===== config.mk =====
export PLATFORM = sky130hd
export DESIGN_NAME = uart_format_enable_transmitter
export DESIGN_NICKNAME = d
export VERILOG_FILES = /design/src/uart_tx_pkg.sv /design/src/baud_gen.sv /design/src/tx_fifo.sv /design/src/uart_format_enable_transmitter.sv
export SDC_FILE = /design/constraint.sdc
export NUM_CORES = 1
export LEC_CHECK = 0
export ABC_CLOCK_PERIOD_IN_PS = 5700
export BUFFER_PORTS_ARGS = -buffer_cell sky130_fd_sc_hd__buf_4
export CORE_ASPECT_RATIO = 1.2
export CORE_MARGIN = 2
export CORE_UTILIZATION = 50
export DETAILED_ROUTE_END_ITERATION = 7
export PLACE_DENSITY = 0.75
export SYNTH_ARGS = -nofsm -noshare
export SYNTH_HDL_FRONTEND = slang
export SYNTH_SLANG_ARGS = --single-unit

===== constraint.sdc =====
create_clock -name ref_clk -period 5.7 [get_ports ref_clk]
set_input_delay 1.14 -clock ref_clk [delete_from_list [all_inputs] [get_ports ref_clk]]
set_output_delay 1.14 -clock ref_clk [all_outputs]
set_load 0.01 [all_outputs]

===== src/uart_tx_pkg.sv =====
/*
  Shared constants, codes and types of the serial port transmit path.
  Assumes the 9-bit word (eight data bits plus the ninth/parity slot) and 16-bit divider.
*/
package uart_tx_pkg;
  // widths and depths
  localparam int WORD_W = 9;
  localparam int FIFO_DEPTH = 16;
  localparam int FRAME_W = 12;
  localparam int BAUD_W = 16;

  // frame lengths in bit times: start + word + two stop bits
  localparam logic [3:0] FRAME_LEN_8 = 4'hB;
  localparam logic [3:0] FRAME_LEN_9 = 4'hC;
  localparam logic [3:0] BIT_STEP = 4'h1;

  // line levels
  localparam logic [1:0] STOP_PAIR = 2'h3;
  localparam logic START_LVL = 1'b0;
  localparam logic IDLE_LVL = 1'b1;
  localparam logic [FRAME_W-1:0] FRAME_IDLE = 12'hFFF;

  // word field positions and masks of the bits covered by parity
  localparam int MSB_9 = WORD_W - 1;
  localparam int MSB_8 = WORD_W - 2;
  localparam logic [WORD_W-1:0] MASK_BELOW_9 = 9'h0FF;
  localparam logic [WORD_W-1:0] MASK_BELOW_8 = 9'h07F;

  // parity type select codes
  localparam logic [1:0] PAR_EVEN = 2'h0;
  localparam logic [1:0] PAR_ODD = 2'h1;
  localparam logic [1:0] PAR_MARK = 2'h2;
  localparam logic [1:0] PAR_SPACE = 2'h3;

  // reset values: 8 data bits, no parity, one receive stop bit
  localparam logic RST_WORD_LEN = 1'b0;
  localparam logic RST_PARITY_EN = 1'b0;
  localparam logic [1:0] RST_PARITY_TYPE = PAR_EVEN;
  localparam logic RST_RX_STOP = 1'b0;
  localparam logic [BAUD_W-1:0] RST_BAUD_DIV = 16'h0010;

  typedef enum logic {TX_IDLE, TX_SHIFT} tx_state_e;
endpackage

===== src/baud_gen.sv =====
/*
  Shared bit-time tick generator: one tick every divider clocks while running.
  Assumes the divider is not changed mid-frame; fractional modulation lives elsewhere.
*/
`timescale 1ns/1ps
module baud_gen (
  // clock and reset
  input wire logic ref_clk,
  input wire logic reset_n,
  input wire logic clk_en,
  // control
  input wire logic run,
  input wire logic [uart_tx_pkg::BAUD_W-1:0] divider,
  // tick out
  output logic tick
);
  import uart_tx_pkg::*;

  logic [BAUD_W-1:0] cnt_r;

  // tick on the last clock of each bit time
  assign tick = run & (cnt_r == BAUD_W'(divider - 1'b1));

  // counter restarts whenever the port is off so the first bit is full length
  always_ff @(posedge ref_clk or negedge reset_n) begin
    if (!reset_n) cnt_r <= '0;
    else if (clk_en) cnt_r <= (!run || tick) ? '0 : BAUD_W'(cnt_r + 1'b1);
  end
endmodule // baud_gen


===== src/tx_fifo.sv =====
/*
  Word FIFO with registered read data, valid/ready on both sides and a flush.
  Assumes DEPTH is a power of two and a single clock with a clock enable.
*/
`timescale 1ns/1ps
module tx_fifo #(
  parameter int W = 9,
  parameter int DEPTH = 16
) (
  // clock and reset
  input wire logic ref_clk,
  input wire logic reset_n,
  input wire logic clk_en,
  input wire logic flush,
  // fill side
  input wire logic in_valid,
  output logic in_ready,
  input wire logic [W-1:0] in_data,
  // drain side
  output logic out_valid,
  input wire logic out_ready,
  output logic [W-1:0] out_data
);
  localparam int AW = $clog2(DEPTH);
  localparam logic [AW:0] FULL_CNT = (AW+1)'(DEPTH);

  logic [W-1:0] mem [DEPTH];
  logic [AW-1:0] wr_ptr_r;
  logic [AW-1:0] rd_ptr_r;
  logic [AW-1:0] rd_ptr_nxt;
  logic [AW:0] count_r;
  logic [W-1:0] out_data_r;
  wire push = in_valid & in_ready;
  wire pop = out_valid & out_ready;

  // handshake decode
  assign in_ready = (count_r != FULL_CNT);
  assign out_valid = (count_r != '0);
  assign rd_ptr_nxt = pop ? AW'(rd_ptr_r + 1'b1) : rd_ptr_r;
  assign out_data = out_data_r;

  // storage array, no reset needed
  always_ff @(posedge ref_clk) begin
    if (clk_en && push) begin
      mem[wr_ptr_r] <= in_data;
    end
  end

  // pointers and registered head word; bypass covers a write to the next head slot
  always_ff @(posedge ref_clk or negedge reset_n) begin
    if (!reset_n) begin
      wr_ptr_r <= '0;
      rd_ptr_r <= '0;
      count_r <= '0;
      out_data_r <= '0;
    end else if (clk_en) begin
      if (flush) begin
        wr_ptr_r <= '0;
        rd_ptr_r <= '0;
        count_r <= '0;
      end else begin
        if (push) wr_ptr_r <= AW'(wr_ptr_r + 1'b1);
        rd_ptr_r <= rd_ptr_nxt;
        if (push && !pop) count_r <= count_r + 1'b1;
        else if (pop && !push) count_r <= count_r - 1'b1;
        out_data_r <= (push && wr_ptr_r == rd_ptr_nxt) ? in_data : mem[rd_ptr_nxt];
      end
    end
  end
endmodule // tx_fifo


===== src/uart_format_enable_transmitter.sv =====
/*
  Serial port format, enable/disable control and transmit path with a 16-word buffer.
  Assumes software strobes are single-cycle on ref_clk; the receiver sits outside and
  uses the shared baud tick, the synchronised input line and the flag clear level.
*/
// Operation
// - frame is NRZ: one start bit, eight or nine data bits, stop bits.
// - parity may be even, odd, mark, space or off.
// - after reset the format is eight data bits, no parity, one stop bit.
// - transmitter always sends two stop bits; receiver stop count is selectable.
// - bits go out and come in least significant bit first.
// - transmit and receive share one 16-bit baud generator and format.
// - pins serve the port only while serial and path enables are set.
// - output pin idles high when no frame is in flight.
// - clearing serial enable empties the buffer and releases both pins.
// - disabling clears enables, break and receive flags; sets empty and idle flags.
// - disabling keeps all other configuration so re-enable resumes unchanged.
// - disabling mid-activity stops all transfers at once.
// - word length select picks nine bits, ninth from transmit ninth bit.
// - with address detection the word MSB is the address bit.
// - shift register reloads only after the previous stop bits are sent.
// - transmission starts once enable is set and data waits, either order.
// - a word written while the shifter is empty moves straight into it.
// - clearing transmit enable stops shifting, resets transmitter, frees pin.
// - writes to the data buffer are blocked while the empty flag is low.
// - the shift register is internal and cannot be read or written.
// - empty flag rises when the buffer can take another word.
// - idle flag sets when a frame ends; status-read then write clears it.
`timescale 1ns/1ps
module uart_format_enable_transmitter (
  // clock, reset, enable
  input wire logic ref_clk,
  input wire logic reset_n,
  input wire logic clk_en,
  // control write
  input wire logic ctrl_wr,
  input wire logic wr_serial_enable,
  input wire logic wr_transmit_enable,
  input wire logic wr_receive_enable,
  input wire logic wr_break_send,
  input wire logic wr_word_length_select,
  input wire logic wr_parity_enable_bit,
  input wire logic [1:0] wr_parity_type_select,
  input wire logic wr_receive_stop_count_select,
  input wire logic wr_transmit_ninth_bit,
  input wire logic wr_address_detect_enable,
  input wire logic [uart_tx_pkg::BAUD_W-1:0] wr_baud_divider,
  // software data access
  input wire logic status_rd,
  input wire logic data_wr,
  input wire logic [7:0] data_in,
  // control and status readback
  output logic serial_enable_bit,
  output logic transmit_enable_bit,
  output logic receive_enable_bit,
  output logic break_send_bit,
  output logic word_length_select,
  output logic parity_enable_bit,
  output logic [1:0] parity_type_select,
  output logic receive_stop_count_select,
  output logic transmit_ninth_bit,
  output logic address_detect_enable,
  output logic [uart_tx_pkg::BAUD_W-1:0] baud_divider,
  output logic transmit_empty_flag,
  output logic transmit_idle_flag,
  output logic receive_idle_flag,
  // receiver side
  input wire logic rx_busy,
  output logic rx_flags_clear,
  output logic baud_tick,
  output logic rx_line,
  output logic rx_line_en,
  // serial pins
  output logic serial_output_pin,
  output logic serial_output_oe,
  input wire logic serial_input_pin
);
  import uart_tx_pkg::*;

  // control registers
  logic serial_r;
  logic tx_en_r;
  logic rx_en_r;
  logic brk_r;
  logic word_len_r;
  logic par_en_r;
  logic [1:0] par_type_r;
  logic rx_stop_r;
  logic ninth_r;
  logic addr_det_r;
  logic [BAUD_W-1:0] div_r;

  // transmit state
  tx_state_e state_r;
  tx_state_e state_nxt;
  logic [FRAME_W-1:0] shift_r;
  logic [FRAME_W-1:0] shift_nxt;
  logic [3:0] bit_cnt_r;
  logic [3:0] frame_len_r;
  logic idle_r;
  logic arm_r;
  logic [1:0] rx_sync_r;

  // buffer ports
  logic fifo_in_ready;
  logic fifo_out_valid;
  logic [WORD_W-1:0] fifo_word;

  // parity of the covered bits for the selected type
  // four parity types; parity off is handled by the caller
  function automatic logic parity_of(input logic [WORD_W-1:0] bits, input logic [1:0] pt);
    logic p;
    p = 1'b0;
    unique case (pt)
      PAR_EVEN: p = ^bits;
      PAR_ODD: p = ~^bits;
      PAR_MARK: p = 1'b1;
      PAR_SPACE: p = 1'b0;
    endcase
    return p;
  endfunction

  // whole frame, LSB goes out first; the parity slot overwrites the word MSB
  // start, word, stops
  function automatic logic [FRAME_W-1:0] make_frame(input logic [WORD_W-1:0] w,
      input logic nine, input logic par_on, input logic [1:0] pt);
    logic [WORD_W-1:0] p;
    p = w;
    if (par_on && nine) p[MSB_9] = parity_of(w & MASK_BELOW_9, pt);
    if (par_on && !nine) p[MSB_8] = parity_of(w & MASK_BELOW_8, pt);
    if (nine) return {STOP_PAIR, p, START_LVL};
    return {IDLE_LVL, STOP_PAIR, p[MSB_8:0], START_LVL};
  endfunction

  // path decode
  // pin ownership
  wire tx_path_on = serial_r & tx_en_r;
  wire par_active = par_en_r & ~addr_det_r;
  wire in_shift = (state_r == TX_SHIFT);
  wire last_bit = in_shift & (bit_cnt_r == 4'(frame_len_r - BIT_STEP));
  wire load_go = baud_tick & tx_path_on & fifo_out_valid & (~in_shift | last_bit);
  wire frame_done = baud_tick & tx_path_on & last_bit;
  wire wr_accept = data_wr & arm_r & fifo_in_ready & serial_r;
  wire [FRAME_W-1:0] frame_new = make_frame(fifo_word, word_len_r, par_active, par_type_r);

  // readback and side outputs
  assign serial_enable_bit = serial_r;
  assign transmit_enable_bit = tx_en_r;
  assign receive_enable_bit = rx_en_r;
  assign break_send_bit = brk_r;
  assign word_length_select = word_len_r;
  assign parity_enable_bit = par_en_r;
  assign parity_type_select = par_type_r;
  assign receive_stop_count_select = rx_stop_r;
  assign transmit_ninth_bit = ninth_r;
  assign address_detect_enable = addr_det_r;
  assign baud_divider = div_r;
  // empty means room for one more word
  assign transmit_empty_flag = fifo_in_ready;
  assign transmit_idle_flag = idle_r;
  // receive flags and count cleared while off
  assign rx_flags_clear = ~serial_r;
  assign receive_idle_flag = ~(rx_busy & rx_line_en);
  assign rx_line_en = serial_r & rx_en_r;
  assign rx_line = rx_sync_r[1];
  // pin freed when transmit enable drops
  assign serial_output_oe = tx_path_on;
  // idle level comes from the all-ones shifter
  assign serial_output_pin = shift_r[0];

  baud_gen u_baud (
    .ref_clk(ref_clk),
    .reset_n(reset_n),
    .clk_en(clk_en),
    .run(serial_r),
    .divider(div_r),
    .tick(baud_tick)
  );

  // software words wait here; ninth bit captured with the byte
  // disable empties buffer
  tx_fifo #(.W(WORD_W), .DEPTH(FIFO_DEPTH)) u_fifo (
    .ref_clk(ref_clk),
    .reset_n(reset_n),
    .clk_en(clk_en),
    .flush(~serial_r),
    .in_valid(wr_accept),
    .in_ready(fifo_in_ready),
    .in_data({ninth_r, data_in}),
    .out_valid(fifo_out_valid),
    .out_ready(load_go),
    .out_data(fifo_word)
  );

  // input pin synchroniser; only the second stage is read
  always_ff @(posedge ref_clk or negedge reset_n) begin
    if (!reset_n) rx_sync_r <= {IDLE_LVL, IDLE_LVL};
    else if (clk_en) rx_sync_r <= {rx_sync_r[0], serial_input_pin};
  end

  // control register writes; path enables can only stand with serial enable
  // power-on format
  always_ff @(posedge ref_clk or negedge reset_n) begin
    if (!reset_n) begin
      serial_r <= 1'b0;
      tx_en_r <= 1'b0;
      rx_en_r <= 1'b0;
      brk_r <= 1'b0;
      word_len_r <= RST_WORD_LEN;
      par_en_r <= RST_PARITY_EN;
      par_type_r <= RST_PARITY_TYPE;
      rx_stop_r <= RST_RX_STOP;
      ninth_r <= 1'b0;
      addr_det_r <= 1'b0;
      div_r <= RST_BAUD_DIV;
    end else if (clk_en && ctrl_wr) begin
      serial_r <= wr_serial_enable;
      tx_en_r <= wr_serial_enable & wr_transmit_enable;
      rx_en_r <= wr_serial_enable & wr_receive_enable;
      brk_r <= wr_serial_enable & wr_break_send;
      word_len_r <= wr_word_length_select;
      par_en_r <= wr_parity_enable_bit;
      par_type_r <= wr_parity_type_select;
      rx_stop_r <= wr_receive_stop_count_select;
      ninth_r <= wr_transmit_ninth_bit;
      addr_det_r <= wr_address_detect_enable;
      div_r <= wr_baud_divider;
    end
  end

  // next state of the shifter
  // disable stops at once
  // empty shifter takes word on next tick
  always_comb begin
    state_nxt = state_r;
    shift_nxt = shift_r;
    if (!tx_path_on) begin
      state_nxt = TX_IDLE;
      shift_nxt = FRAME_IDLE;
    end else if (load_go) begin
      state_nxt = TX_SHIFT;
      shift_nxt = frame_new;
    end else if (baud_tick && in_shift) begin
      shift_nxt = {IDLE_LVL, shift_r[FRAME_W-1:1]};
      if (last_bit) state_nxt = TX_IDLE;
    end
  end

  // transmit shifter, kept internal with no software access
  // no readback path
  always_ff @(posedge ref_clk or negedge reset_n) begin
    if (!reset_n) begin
      state_r <= TX_IDLE;
      shift_r <= FRAME_IDLE;
      bit_cnt_r <= '0;
      frame_len_r <= FRAME_LEN_8;
    end else if (clk_en) begin
      state_r <= state_nxt;
      shift_r <= shift_nxt;
      if (load_go) begin
        bit_cnt_r <= '0;
        frame_len_r <= word_len_r ? FRAME_LEN_9 : FRAME_LEN_8;
      end else if (baud_tick && in_shift) begin
        bit_cnt_r <= 4'(bit_cnt_r + BIT_STEP);
      end
    end
  end

  // status-read arms the data write that clears the idle flag; set wins over clear
  // read then write sequence
  always_ff @(posedge ref_clk or negedge reset_n) begin
    if (!reset_n) begin
      arm_r <= 1'b0;
      idle_r <= 1'b1;
    end else if (clk_en) begin
      arm_r <= status_rd | (arm_r & ~data_wr);
      idle_r <= frame_done | ~serial_r | (idle_r & ~wr_accept);
    end
  end
endmodule // uart_format_enable_transmitter


After elaboration in Yosys (flattened, before gate mapping)
Memory sizes are Yosys's and may differ from the RTL's. A register that Yosys moved wholly into a read port is not among the register bits.
Index checks and enable logic that the tools add are counted.
{"block": "op_classes", "n_addsub": 8, "n_eq_ne": 10, "muxes": 27, "bitwise": 30, "reduce_logical": 27}
{"operator": "$mux 12", "n": 5}
{"operator": "$mux 4", "n": 6}
{"operator": "$and 1x1->1", "n": 20}
{"operator": "$reduce_xnor 9->1", "n": 2}
{"operator": "$reduce_xor 9->1", "n": 2}
{"operator": "$add 16x1->16 const B", "n": 1}
{"operator": "$eq 16x16->1", "n": 1}
{"operator": "$mux 16", "n": 1}
{"operator": "$sub 16x1->16 const B", "n": 1}
{"operator": "$mux 5", "n": 3}
{"operator": "$add 4x1->4 const B", "n": 3}
{"operator": "$reduce_and 2->1", "n": 6}
{"operator": "$mux 1", "n": 9}
{"operator": "$ne 3x1->1 const B", "n": 3}
{"operator": "$pmux 1 s4", "n": 2}
{"operator": "$logic_and 1x1->1", "n": 7}
{"operator": "$not 1->1", "n": 6}
{"operator": "$add 5x1->5 const B", "n": 1}
{"operator": "$logic_not 1->1", "n": 5}
{"operator": "$ne 5x5->1 const B", "n": 1}
{"operator": "$reduce_bool 5->1", "n": 1}
{"operator": "$sub 5x1->5 const B", "n": 1}
{"operator": "$eq 2x2->1 const B", "n": 2}
{"operator": "$eq 4x4->1", "n": 1}
{"operator": "9 further kinds", "n": 12}
{"block": "word_totals", "register_bits": 81, "ram_bits": 144, "output_inout_bits": 36, "n_memories": 1}
{"memory": "u_fifo.mem", "words": 16, "width": 9, "rd": 1, "rd_ports_with_merged_regs": 1, "wr": 1, "line_no": "tx_fifo.sv:27", "rtl": "logic [W-1:0] mem [DEPTH];"}

Logic depth before layout (Yosys ltp)
Gate-level depths: netlist (run 1).
{"block": "depth", "ltp_word": 11, "ltp_mapped": 18}

Hierarchy
Synthesis (run 1) repeated with hierarchy kept, for this count alone.
{"block": "hier_totals", "cells_unflattened": 1011, "hier_area_um2": 12453.2}
{"module": "tx_fifo", "instances": 1, "cells_per_inst": 656, "area_each_um2": 8743.4}
{"module": "uart_format_enable_transmitter", "instances": 1, "cells_per_inst": 190, "area_each_um2": 2262.2}
{"module": "baud_gen", "instances": 1, "cells_per_inst": 165, "area_each_um2": 1447.6}

Worst setup path before layout (run 1)
No wires, ideal clock.
{"block": "synth_timing", "kind": "reg-to-reg", "start": "reg div_r[0] (netlist: baud_divider[0])", "end": "reg u_fifo.count_r[4]", "setup_time_ns": 0.125, "arrival_time_ns": 4.120, "slack_ns": 1.454, "stages_incl_launch_ff": 19, "n_path_buf": 3, "period_less_slack_ns": 4.246, "path_cell_list": "dfrtp_1 -> inv_1 -> ha_1 -> nor3b_1 -> nand2_1 -> o31a_1 -> or4_4 -> or4_1 -> clkbuf_1 -> buf_2 -> clkbuf_1 -> nand2_1 -> ha_1 -> a21o_1 -> a21oi_1 -> nand3b_1 -> o21ai_0 -> a21oi_1 -> nor2_1"}
{"block": "synth_via", "elab_chain_len": 11, "elab_cells_between_ends": 14, "cone_classes": "1 x add/sub; 2 x eq/ne; 2 x mux; 5 x bitwise; 4 x reduce/logical"}
{"element": "start: declaration", "line_no": "uart_format_enable_transmitter.sv:91", "rtl": "logic [BAUD_W-1:0] div_r;"}
{"element": "start signal: assignment", "line_no": "uart_format_enable_transmitter.sv:227", "rtl": "div_r <= wr_baud_divider;"}
{"element": "$sub 16x1->16 *", "line_no": "baud_gen.sv:22", "rtl": "assign tick = run & (cnt_r == BAUD_W'(divider - 1'b1));"}
{"element": "$eq 16x16->1 *", "line_no": "baud_gen.sv:22"}
{"element": "$and 1x1->1 *", "line_no": "baud_gen.sv:22"}
{"element": "$and 1x1->1 * (3 in series)", "line_no": "uart_format_enable_transmitter.sv:141", "rtl": "wire load_go = baud_tick & tx_path_on & fifo_out_valid & (~in_shift | last_bit);"}
{"element": "$and 1x1->1 *", "line_no": "tx_fifo.sv:34", "rtl": "wire pop = out_valid & out_ready;"}
{"element": "$logic_not 1->1", "line_no": "tx_fifo.sv:64", "rtl": "if (push && !pop) count_r <= count_r + 1'b1;"}
{"element": "$logic_and 1x1->1", "line_no": "tx_fifo.sv:64"}
{"element": "$ne 3x1->1 (no source line) / $mux 5 (equally long branches)"}
{"element": "$reduce_and 2->1 (no source line) / $mux 5 (equally long branches)"}
{"element": "end signal: assignment", "line_no": "tx_fifo.sv:64"}
{"element": "end signal: assignment", "line_no": "tx_fifo.sv:65", "rtl": "else if (pop && !push) count_r <= count_r - 1'b1;"}
{"element": "end: declaration", "line_no": "tx_fifo.sv:31", "rtl": "logic [AW:0] count_r;"}
Every way passes the cells marked *; elsewhere a longest branch is shown, timed or not.
A chain may end at the register's enable or synchronous reset.

Final worst setup path (run 1)
{"block": "layout_timing", "start": "reg div_r[0] (netlist: baud_divider[0])", "end": "out baud_tick"}
{"block": "layout_via", "elab_chain_len": 3}
{"element": "$sub 16x1->16", "line_no": "baud_gen.sv:22"}
{"element": "$eq 16x16->1", "line_no": "baud_gen.sv:22"}
{"element": "$and 1x1->1", "line_no": "baud_gen.sv:22"}
{"element": "end: declaration", "line_no": "uart_format_enable_transmitter.sv:70", "rtl": "output logic baud_tick,"}
No other way between the ends.

==> flow_summary.ini, run 1 <==
[floorplan]
io_pins = 79
initial_core_util_pct = 50.4
placementRows = 62
die_h_um = 173
die_x_um = 145
core_sq_mm = 0.0237
dieArea_sq_mm = 0.0252

[sta]
finalHoldViolations = 0
setup_viol = 0
slew_violations = 0
tns_ps = 0
finalClockSkew_ps = 26.1
finalWorstPathRequiredPeriod_ps = 4760
rsz0062_at_grt = no
finalCritPeriodShare_pct = 83.6
fmax_mhz = 210
setup_ws_ps = 937
max_slew.worst_pin.slew_ps = 972
max_slew_margin_pct = 35.2

[routing]
first_pass_iters = 5
drcViolationCount = 0
top_layer = met4
vias = 8644
postRouteAntennaNets = 0
drt_iter0_drc = 672
wl_met1_um = 11700
met3_length_um = 2070
routedWlPerCell_um = 20.3
drt_wl_total_um = 29200
wl_met2_um = 14600
viasPerCell = 6.01

[clock_tree]
clock_path_buffers = 3
htreeDepth = 1
ctsHoldBuffers = 0
cts_tree = yes
cts.sinks = 230
ctsResizeCount = 0
cts_setup_buffers = 0
clk_latency_ps = 530
path_clk_slew_ps = 60
cts_buffers = 24
clockRootBuffer = clkbuf_16

[grt]
grt_pass1_wl_um = 46900
grt_pass1_vias = 8625
antenna_found_initial = 0
track_usage_pct = 23.1
grt_max_degree = 80
grt_overflow_total = 0

[cells_and_area]
drive_above_1_share_pct = 18.8
finalNetCount = 1157
n_antenna_cell = 0
fin_area_sq_mm = 0.0136
area_growth_pct = 13.9

[worst_hold_path]
hp-class = reg2reg

[synth]
muxShareOfSynthArea_pct = 10.9
ys_dominant_reg_cell = edfxtp_1
synth_edf_count = 144
synth-simple-area-share_pct = 13.7
syn-instance-count = 1042
synth.distinct_cells = 68
synth-compound-area-share_pct = 11.7
synth_top_family_by_area = simple AND/OR/NAND/NOR gates
syn-cell-area_sq_mm = 0.0120
synth-seq-cells = 230
synthArstFlopShare_pct = 37.4
avgSynthCellArea_sq_um = 11.5
synth_xor_xnor_area_share_pct = 4.44
synth_fa_ha_area_share_pct = 1.53
yosysSeqAreaShare_pct = 54.3
yosysWarnings = 0
syn_nets = 1099

[placed_design]
pre_cts_ws_ps = 1380
portBuffers = 78
placed_area_sq_mm = 0.0128
dp_hpwl_um = 19400
gp_congestion = 0.896

[critical_path]
crit_path_start_kind = register
critPathMaxFanout = 8
critical_path_class = reg2out
r2r_slack_ps = 1300
endpoint_kind = primary output
cp_data_required_time_ps = 4560
arrival_ps = 3620

[outcome]
status = finished, final reports clean

[power]
peakVddDrop_uv = 181
p_per_area_mw_per_mm2 = 344
p_leak_nw = 5.08

[flow_run]
cap_violations = 0
-- critical path, stage by stage, from the launching register on --
cell	delay [ps]
dfrtp_1	440
inv_1	80
ha_1	250
nor3b_1	260
nand2_1	170
o31a_1	270
or4_4	450
or2_1	350
nor2_1	420
inv_1	120
nor2_1	140
buf_4	140
-- per-stage QoR --
step | total power, mW | hold slack [ps] | std cells | util (%)
2_1_floorplan | 2.79 | 458 | 1042 | -
3_3_place_gp | 3.11 | 466 | 1394 | 54.0
3_5_place_dp | 3.13 | 477 | 1394 | 54.0
4_1_cts | 4.70 | 485 | 1438 | 57.4
5_1_grt | 4.88 | 499 | 1438 | 57.4
6_report | 4.69 | 483 | 1438 | 57.4
-- per-layer routing --
layer	track usage, %	vias up
met5	0	-
met1	29.3	4267
li1	-	3990
met3	4.05	61
met2	40.6	326
met4	7.48	0
-- cells by family after synthesis --
| logic type | count (synthesis) |
|---|---|
| AO/OA/AOI/OAI | 194 |
| XOR/XNOR | 59 |
| adder cells (fa/ha/maj) | 14 |
| buffers and inverters | 99 |
| flip-flops | 230 |
| multiplexers | 115 |
| AND/OR/NAND/NOR | 331 |
-- Yosys cell counts (3+ instances only) --
library cell | number | area share, %
and3_1 | 13 | 0.68
nand2_1 | 63 | 2.0
a211oi_1 | 23 | 1.4
dfstp_2 | 15 | 3.3
mux2i_1 | 70 | 5.9
clkbuf_1 | 43 | 1.4
o21a_1 | 17 | 1.1
nand3b_1 | 11 | 0.69
o21ai_0 | 28 | 1.2
and4_1 | 3 | 0.22
o2111ai_1 | 16 | 1.2
inv_1 | 37 | 1.2
mux4_2 | 9 | 1.7
mux2_2 | 36 | 3.4
a21o_1 | 4 | 0.25
ha_1 | 13 | 1.4
edfxtp_1 | 144 | 36
nor3_1 | 29 | 1.2
nor4_1 | 8 | 0.42
nor4_2 | 5 | 0.52
nor2_1 | 104 | 3.3
nor2b_1 | 8 | 0.42
xnor2_1 | 27 | 2.0
xor2_1 | 31 | 2.3
o221a_2 | 8 | 0.75
a21oi_1 | 29 | 1.2
a21boi_1 | 8 | 0.50
o311a_1 | 8 | 0.67
and2_1 | 16 | 0.84
buf_2 | 5 | 0.21
nand3_1 | 46 | 1.9
o22ai_1 | 14 | 0.73
dfrtp_1 | 71 | 15
o211ai_1 | 8 | 0.50
a22o_1 | 3 | 0.22
a22oi_1 | 9 | 0.57
nand4_1 | 11 | 0.58
nand2b_1 | 4 | 0.21
buf_1 | 9 | 0.28
-- flip-flops by register name (all words and copies together), names as in the netlist, 5 cells and up --
| signal | flops |
|---|---|
| baud_divider | 16 |
| shift_r | 10 |
| u_fifo.count_r | 5 |
| u_baud.cnt_r | 16 |
| u_fifo.out_data | 9 |
| u_fifo.mem | 144 |
-- layout by cell type, fill, tap and decap left out, drive strengths merged, types with 11 or more instances in the layout --
cell     netlist  final
edfxtp       144    144
nor2         105    105
buf           18     93
dfrtp         71     71
mux2i         70     70
nand2         63     63
nand3         46     46
inv           37     37
mux2          36     36
clkbuf        43     32
xor2          31     31
nor3          30     30
o21ai         30     30
a21oi         29     29
xnor2         27     27
a211oi        23     23
o21a          17     17
and2          16     16
o2111ai       16     16
dfstp         15     15
o22ai         14     14
and3          13     13
ha            13     13
nor4          13     13
nand4         11     11
nand3b        11     11
-- worst paths after layout --
| kind | from | endpoint | depth (start not counted) |
|---|---|---|---|
| worst max-delay path | baud_divider[0] | baud_tick | 11 |
| worst min-delay path | shift_r[2] | shift_r[2] | 2 |
| worst max register to register | baud_divider[0] | u_fifo.out_data[2] | 12 |
| worst min register to register | shift_r[2] | shift_r[2] | 2 |
| max in group asynchronous | reset_n | u_fifo.rd_ptr_r[0] | 2 |
| min in group asynchronous | reset_n | break_send_bit | 1 |
-- cell type report --
| class | instances | area (sq um) |
|---|---|---|
| fill | 1972 | 10100 |
| sequential | 230 | 6500 |
| multi-input combinational | 713 | 5080 |
| timing repair buffer | 93 | 698 |
| clock buffer | 32 | 651 |
| tap | 320 | 400 |
| clock inverter | 12 | 143 |
| inverter | 38 | 143 |
-- power breakdown --
| group | switching, mW | leakage (nW) | internal (mW) | total, mW |
|---|---|---|---|---|
| clock network | 0.640 | 0.382 | 0.937 | 1.58 |
| registers | 0.139 | 2.36 | 1.88 | 2.02 |
| logic | 0.594 | 2.34 | 0.493 | 1.09 |
Note: power is estimated with default switching activity, not from simulation.
==> run 2, diff against run 1 <==
Settings changed: ABC_AREA from default to 1, ABC_CLOCK_PERIOD_IN_PS 5700 to 3900, PLACE_DENSITY 0.75 to 0.78.
Clock period 5.7 ns to 3.9 ns, I/O delays scaled along.
==> run 2 against run 1 <==
- setup slack worse by 630 ps
- clock power up 43%
- sequential power up 42%
- die area down 3.8%
- highest routed layer unchanged
- routed wire length down 4.3%
- core utilization up 1.0 points
- final cell count up 12%
- combinational power down 32%
- synthesized cell count up 19%
- critical endpoint is now u_fifo.out_data[6]
- power up 25%
==> flow_summary.ini, run 2 <==
[outcome]
status = finished, final reports clean

[cells_and_area]
finalNetCount = 1377
area_growth_pct = 14.5
largest_reg_flops = 144
drive_above_1_share_pct = 15.0
n_antenna_cell = 0
final_common_cell = nand2_1
postLayoutCoreUtil_pct = 58.4
largest_register = u_fifo.mem
final_cell_mix = nand2_1, nand3_1, inv_1, edfxtp_1, buf_4
fin_area_sq_mm = 0.0132

[floorplan]
io_pins = 79
die_h_um = 170
placementRows = 60
dieArea_sq_mm = 0.0242
initial_core_util_pct = 51.0
die_x_um = 142
core_sq_mm = 0.0225

[sta]
rsz0062_at_grt = no
slew_violations = 0
setup_ws_ps = 305
finalClockSkew_ps = 13.3
max_slew_margin_pct = 44.6
max_slew.worst_pin.slew_ps = 828
tns_ps = 0
setup_viol = 0
finalCritPeriodShare_pct = 92.2
fmax_mhz = 278
finalWorstPathRequiredPeriod_ps = 3590
finalHoldViolations = 0
holdWs_ps = 250

[flow_run]
cap_violations = 0

[synth]
synth-seq-cells = 230
synth_top_area_share_pct = 37.6
synth.distinct_cells = 42
ys_dominant_reg_cell = edfxtp_1
syn-cell-area_sq_mm = 0.0115
synth_area_leaders = edfxtp_1, dfrtp_1, nand2_1, nand3_1, inv_1
syn-instance-count = 1238
synthArstFlopShare_pct = 37.4
yosysSeqAreaShare_pct = 56.5
yosysTopAreaCell = edfxtp_1
synth_edf_count = 144
yosysWarnings = 0
avgSynthCellArea_sq_um = 9.28
synthMostInstantiatedCell = nand2_1
synthTopCellsByCount = nand2_1, nand3_1, inv_1
syn_nets = 1295

[routing]
drt_iter0_drc = 721
drcViolationCount = 0
vias = 8899
routedWlPerCell_um = 17.3
postRouteAntennaNets = 0
first_pass_iters = 5
drt_wl_total_um = 28000
viasPerCell = 5.51

[critical_path]
arrival_ps = 4060
critical_path_class = reg2reg
r2r.worst_path.cells = 18
cp_data_required_time_ps = 4360
critPathMaxFanout = 21
crit_path_start_kind = register
endpoint_kind = register

[placed_design]
placed_area_sq_mm = 0.0124
pre_cts_ws_ps = 397
portBuffers = 78
dp_hpwl_um = 18900
gp_congestion = 0.943

[grt]
antenna_found_initial = 0
grt_max_degree = 49
track_usage_pct = 23.4
grt_pass1_wl_um = 44700
grt_pass1_vias = 8800
grt_overflow_total = 0

[clock_tree]
ctsHoldBuffers = 0
path_clk_slew_ps = 60
htreeDepth = 1
clockRootBuffer = clkbuf_16
clock_path_buffers = 3
cts_tree = yes
cts_buffers = 23
cts.sinks = 230
clk_latency_ps = 520

[power]
p_per_area_mw_per_mm2 = 445
peakVddDrop_uv = 390
p_leak_nw = 5.79

[worst_hold_path]
hp-class = in2async
==> run 2: cell count changes in the layout (fill, tap and decap cells not counted), sizes merged, moves of 16 or more <==
cell,before,now
nand2,63,295
nand3,46,197
inv,37,156
mux2i,70,0
nand3b,11,68
mux2,36,0
a211oi,23,0
nor3,30,8
nor2,105,84
o21ai,30,50
buf,93,111
o21a,17,0
and2,16,0
o2111ai,16,0
==> run 2: cell families after synthesis <==
| logic type | after synthesis | share of synthesized area, % |
|---|---|---|
| flip-flops | 230 | 56.5 |
| adder cells (fa/ha/maj) | 14 | 1.59 |
| AO/OA/AOI/OAI | 91 | 4.41 |
| AND/OR/NAND/NOR | 663 | 27.4 |
| XOR/XNOR | 31 | 2.36 |
| buffers and inverters | 209 | 7.67 |
==> run 2: repair_timing <==
item / in CTS / in global routing
setup buffers: 0 / 0
endpoints found under the setup margin: 0 / 9
gates resized for setup: 0 / 1
==> run 2: where the power goes <==
group | total (mW) | internal, mW | switching, mW
clock | 2.26 | 1.33 | 0.930
sequential | 2.86 | 2.72 | 0.144
combinational | 0.738 | 0.300 | 0.438
==> run 2: final timing paths <==
kind                       slack, ps            endpoint                start
min                              250     baud_divider[0]              reset_n
min reg2reg                      460        rx_sync_r[1]         rx_sync_r[0]
max                              310  u_fifo.out_data[6]       frame_len_r[1]
max in group asynchronous       2890   u_fifo.count_r[1]              reset_n
max reg2reg                      310  u_fifo.out_data[6]       frame_len_r[1]
min in group ref_clk             450    baud_divider[14]  wr_baud_divider[14]
==> run 2: cell type report <==
cell class	instances	area, sq um
clock buffer	27	611
clock inverter	15	165
fill	1908	9370
inverter	155	582
multi-input combinational	799	4120
sequential	230	6490
tap	279	349
timing repair buffer	111	833
==> run 2: per-layer routing <==
metal / part of all wire (%) / GRT usage, %
met2: 49 / 39.3
met4: 4.6 / 11.3
met3: 6.9 / 3.97
met5: 0 / 0
met1: 40 / 29.6
==> run 2: stage by stage <==
step                total power [mW]  std cells
global route                    6.09       1616
finish                          5.86       1616
global placement                3.62       1574
floorplan                       3.32       1238
CTS                             5.89       1616
detailed placement              3.64       1574
==> run 2: critical path, stage by stage (launching register included) <==
cell,delay (ps)
dfstp_2,530
inv_1,60
ha_1,300
nand2_1,70
nand3_1,80
nor3_1,330
nor2_1,90
nor2_1,330
nand3_4,240
nand2_1,160
nand2_2,80
inv_2,390
buf_4,280
nand3_1,150
nand3_1,120
nand3_1,90
nand3_1,100
nand2_1,70
nand2_1,60
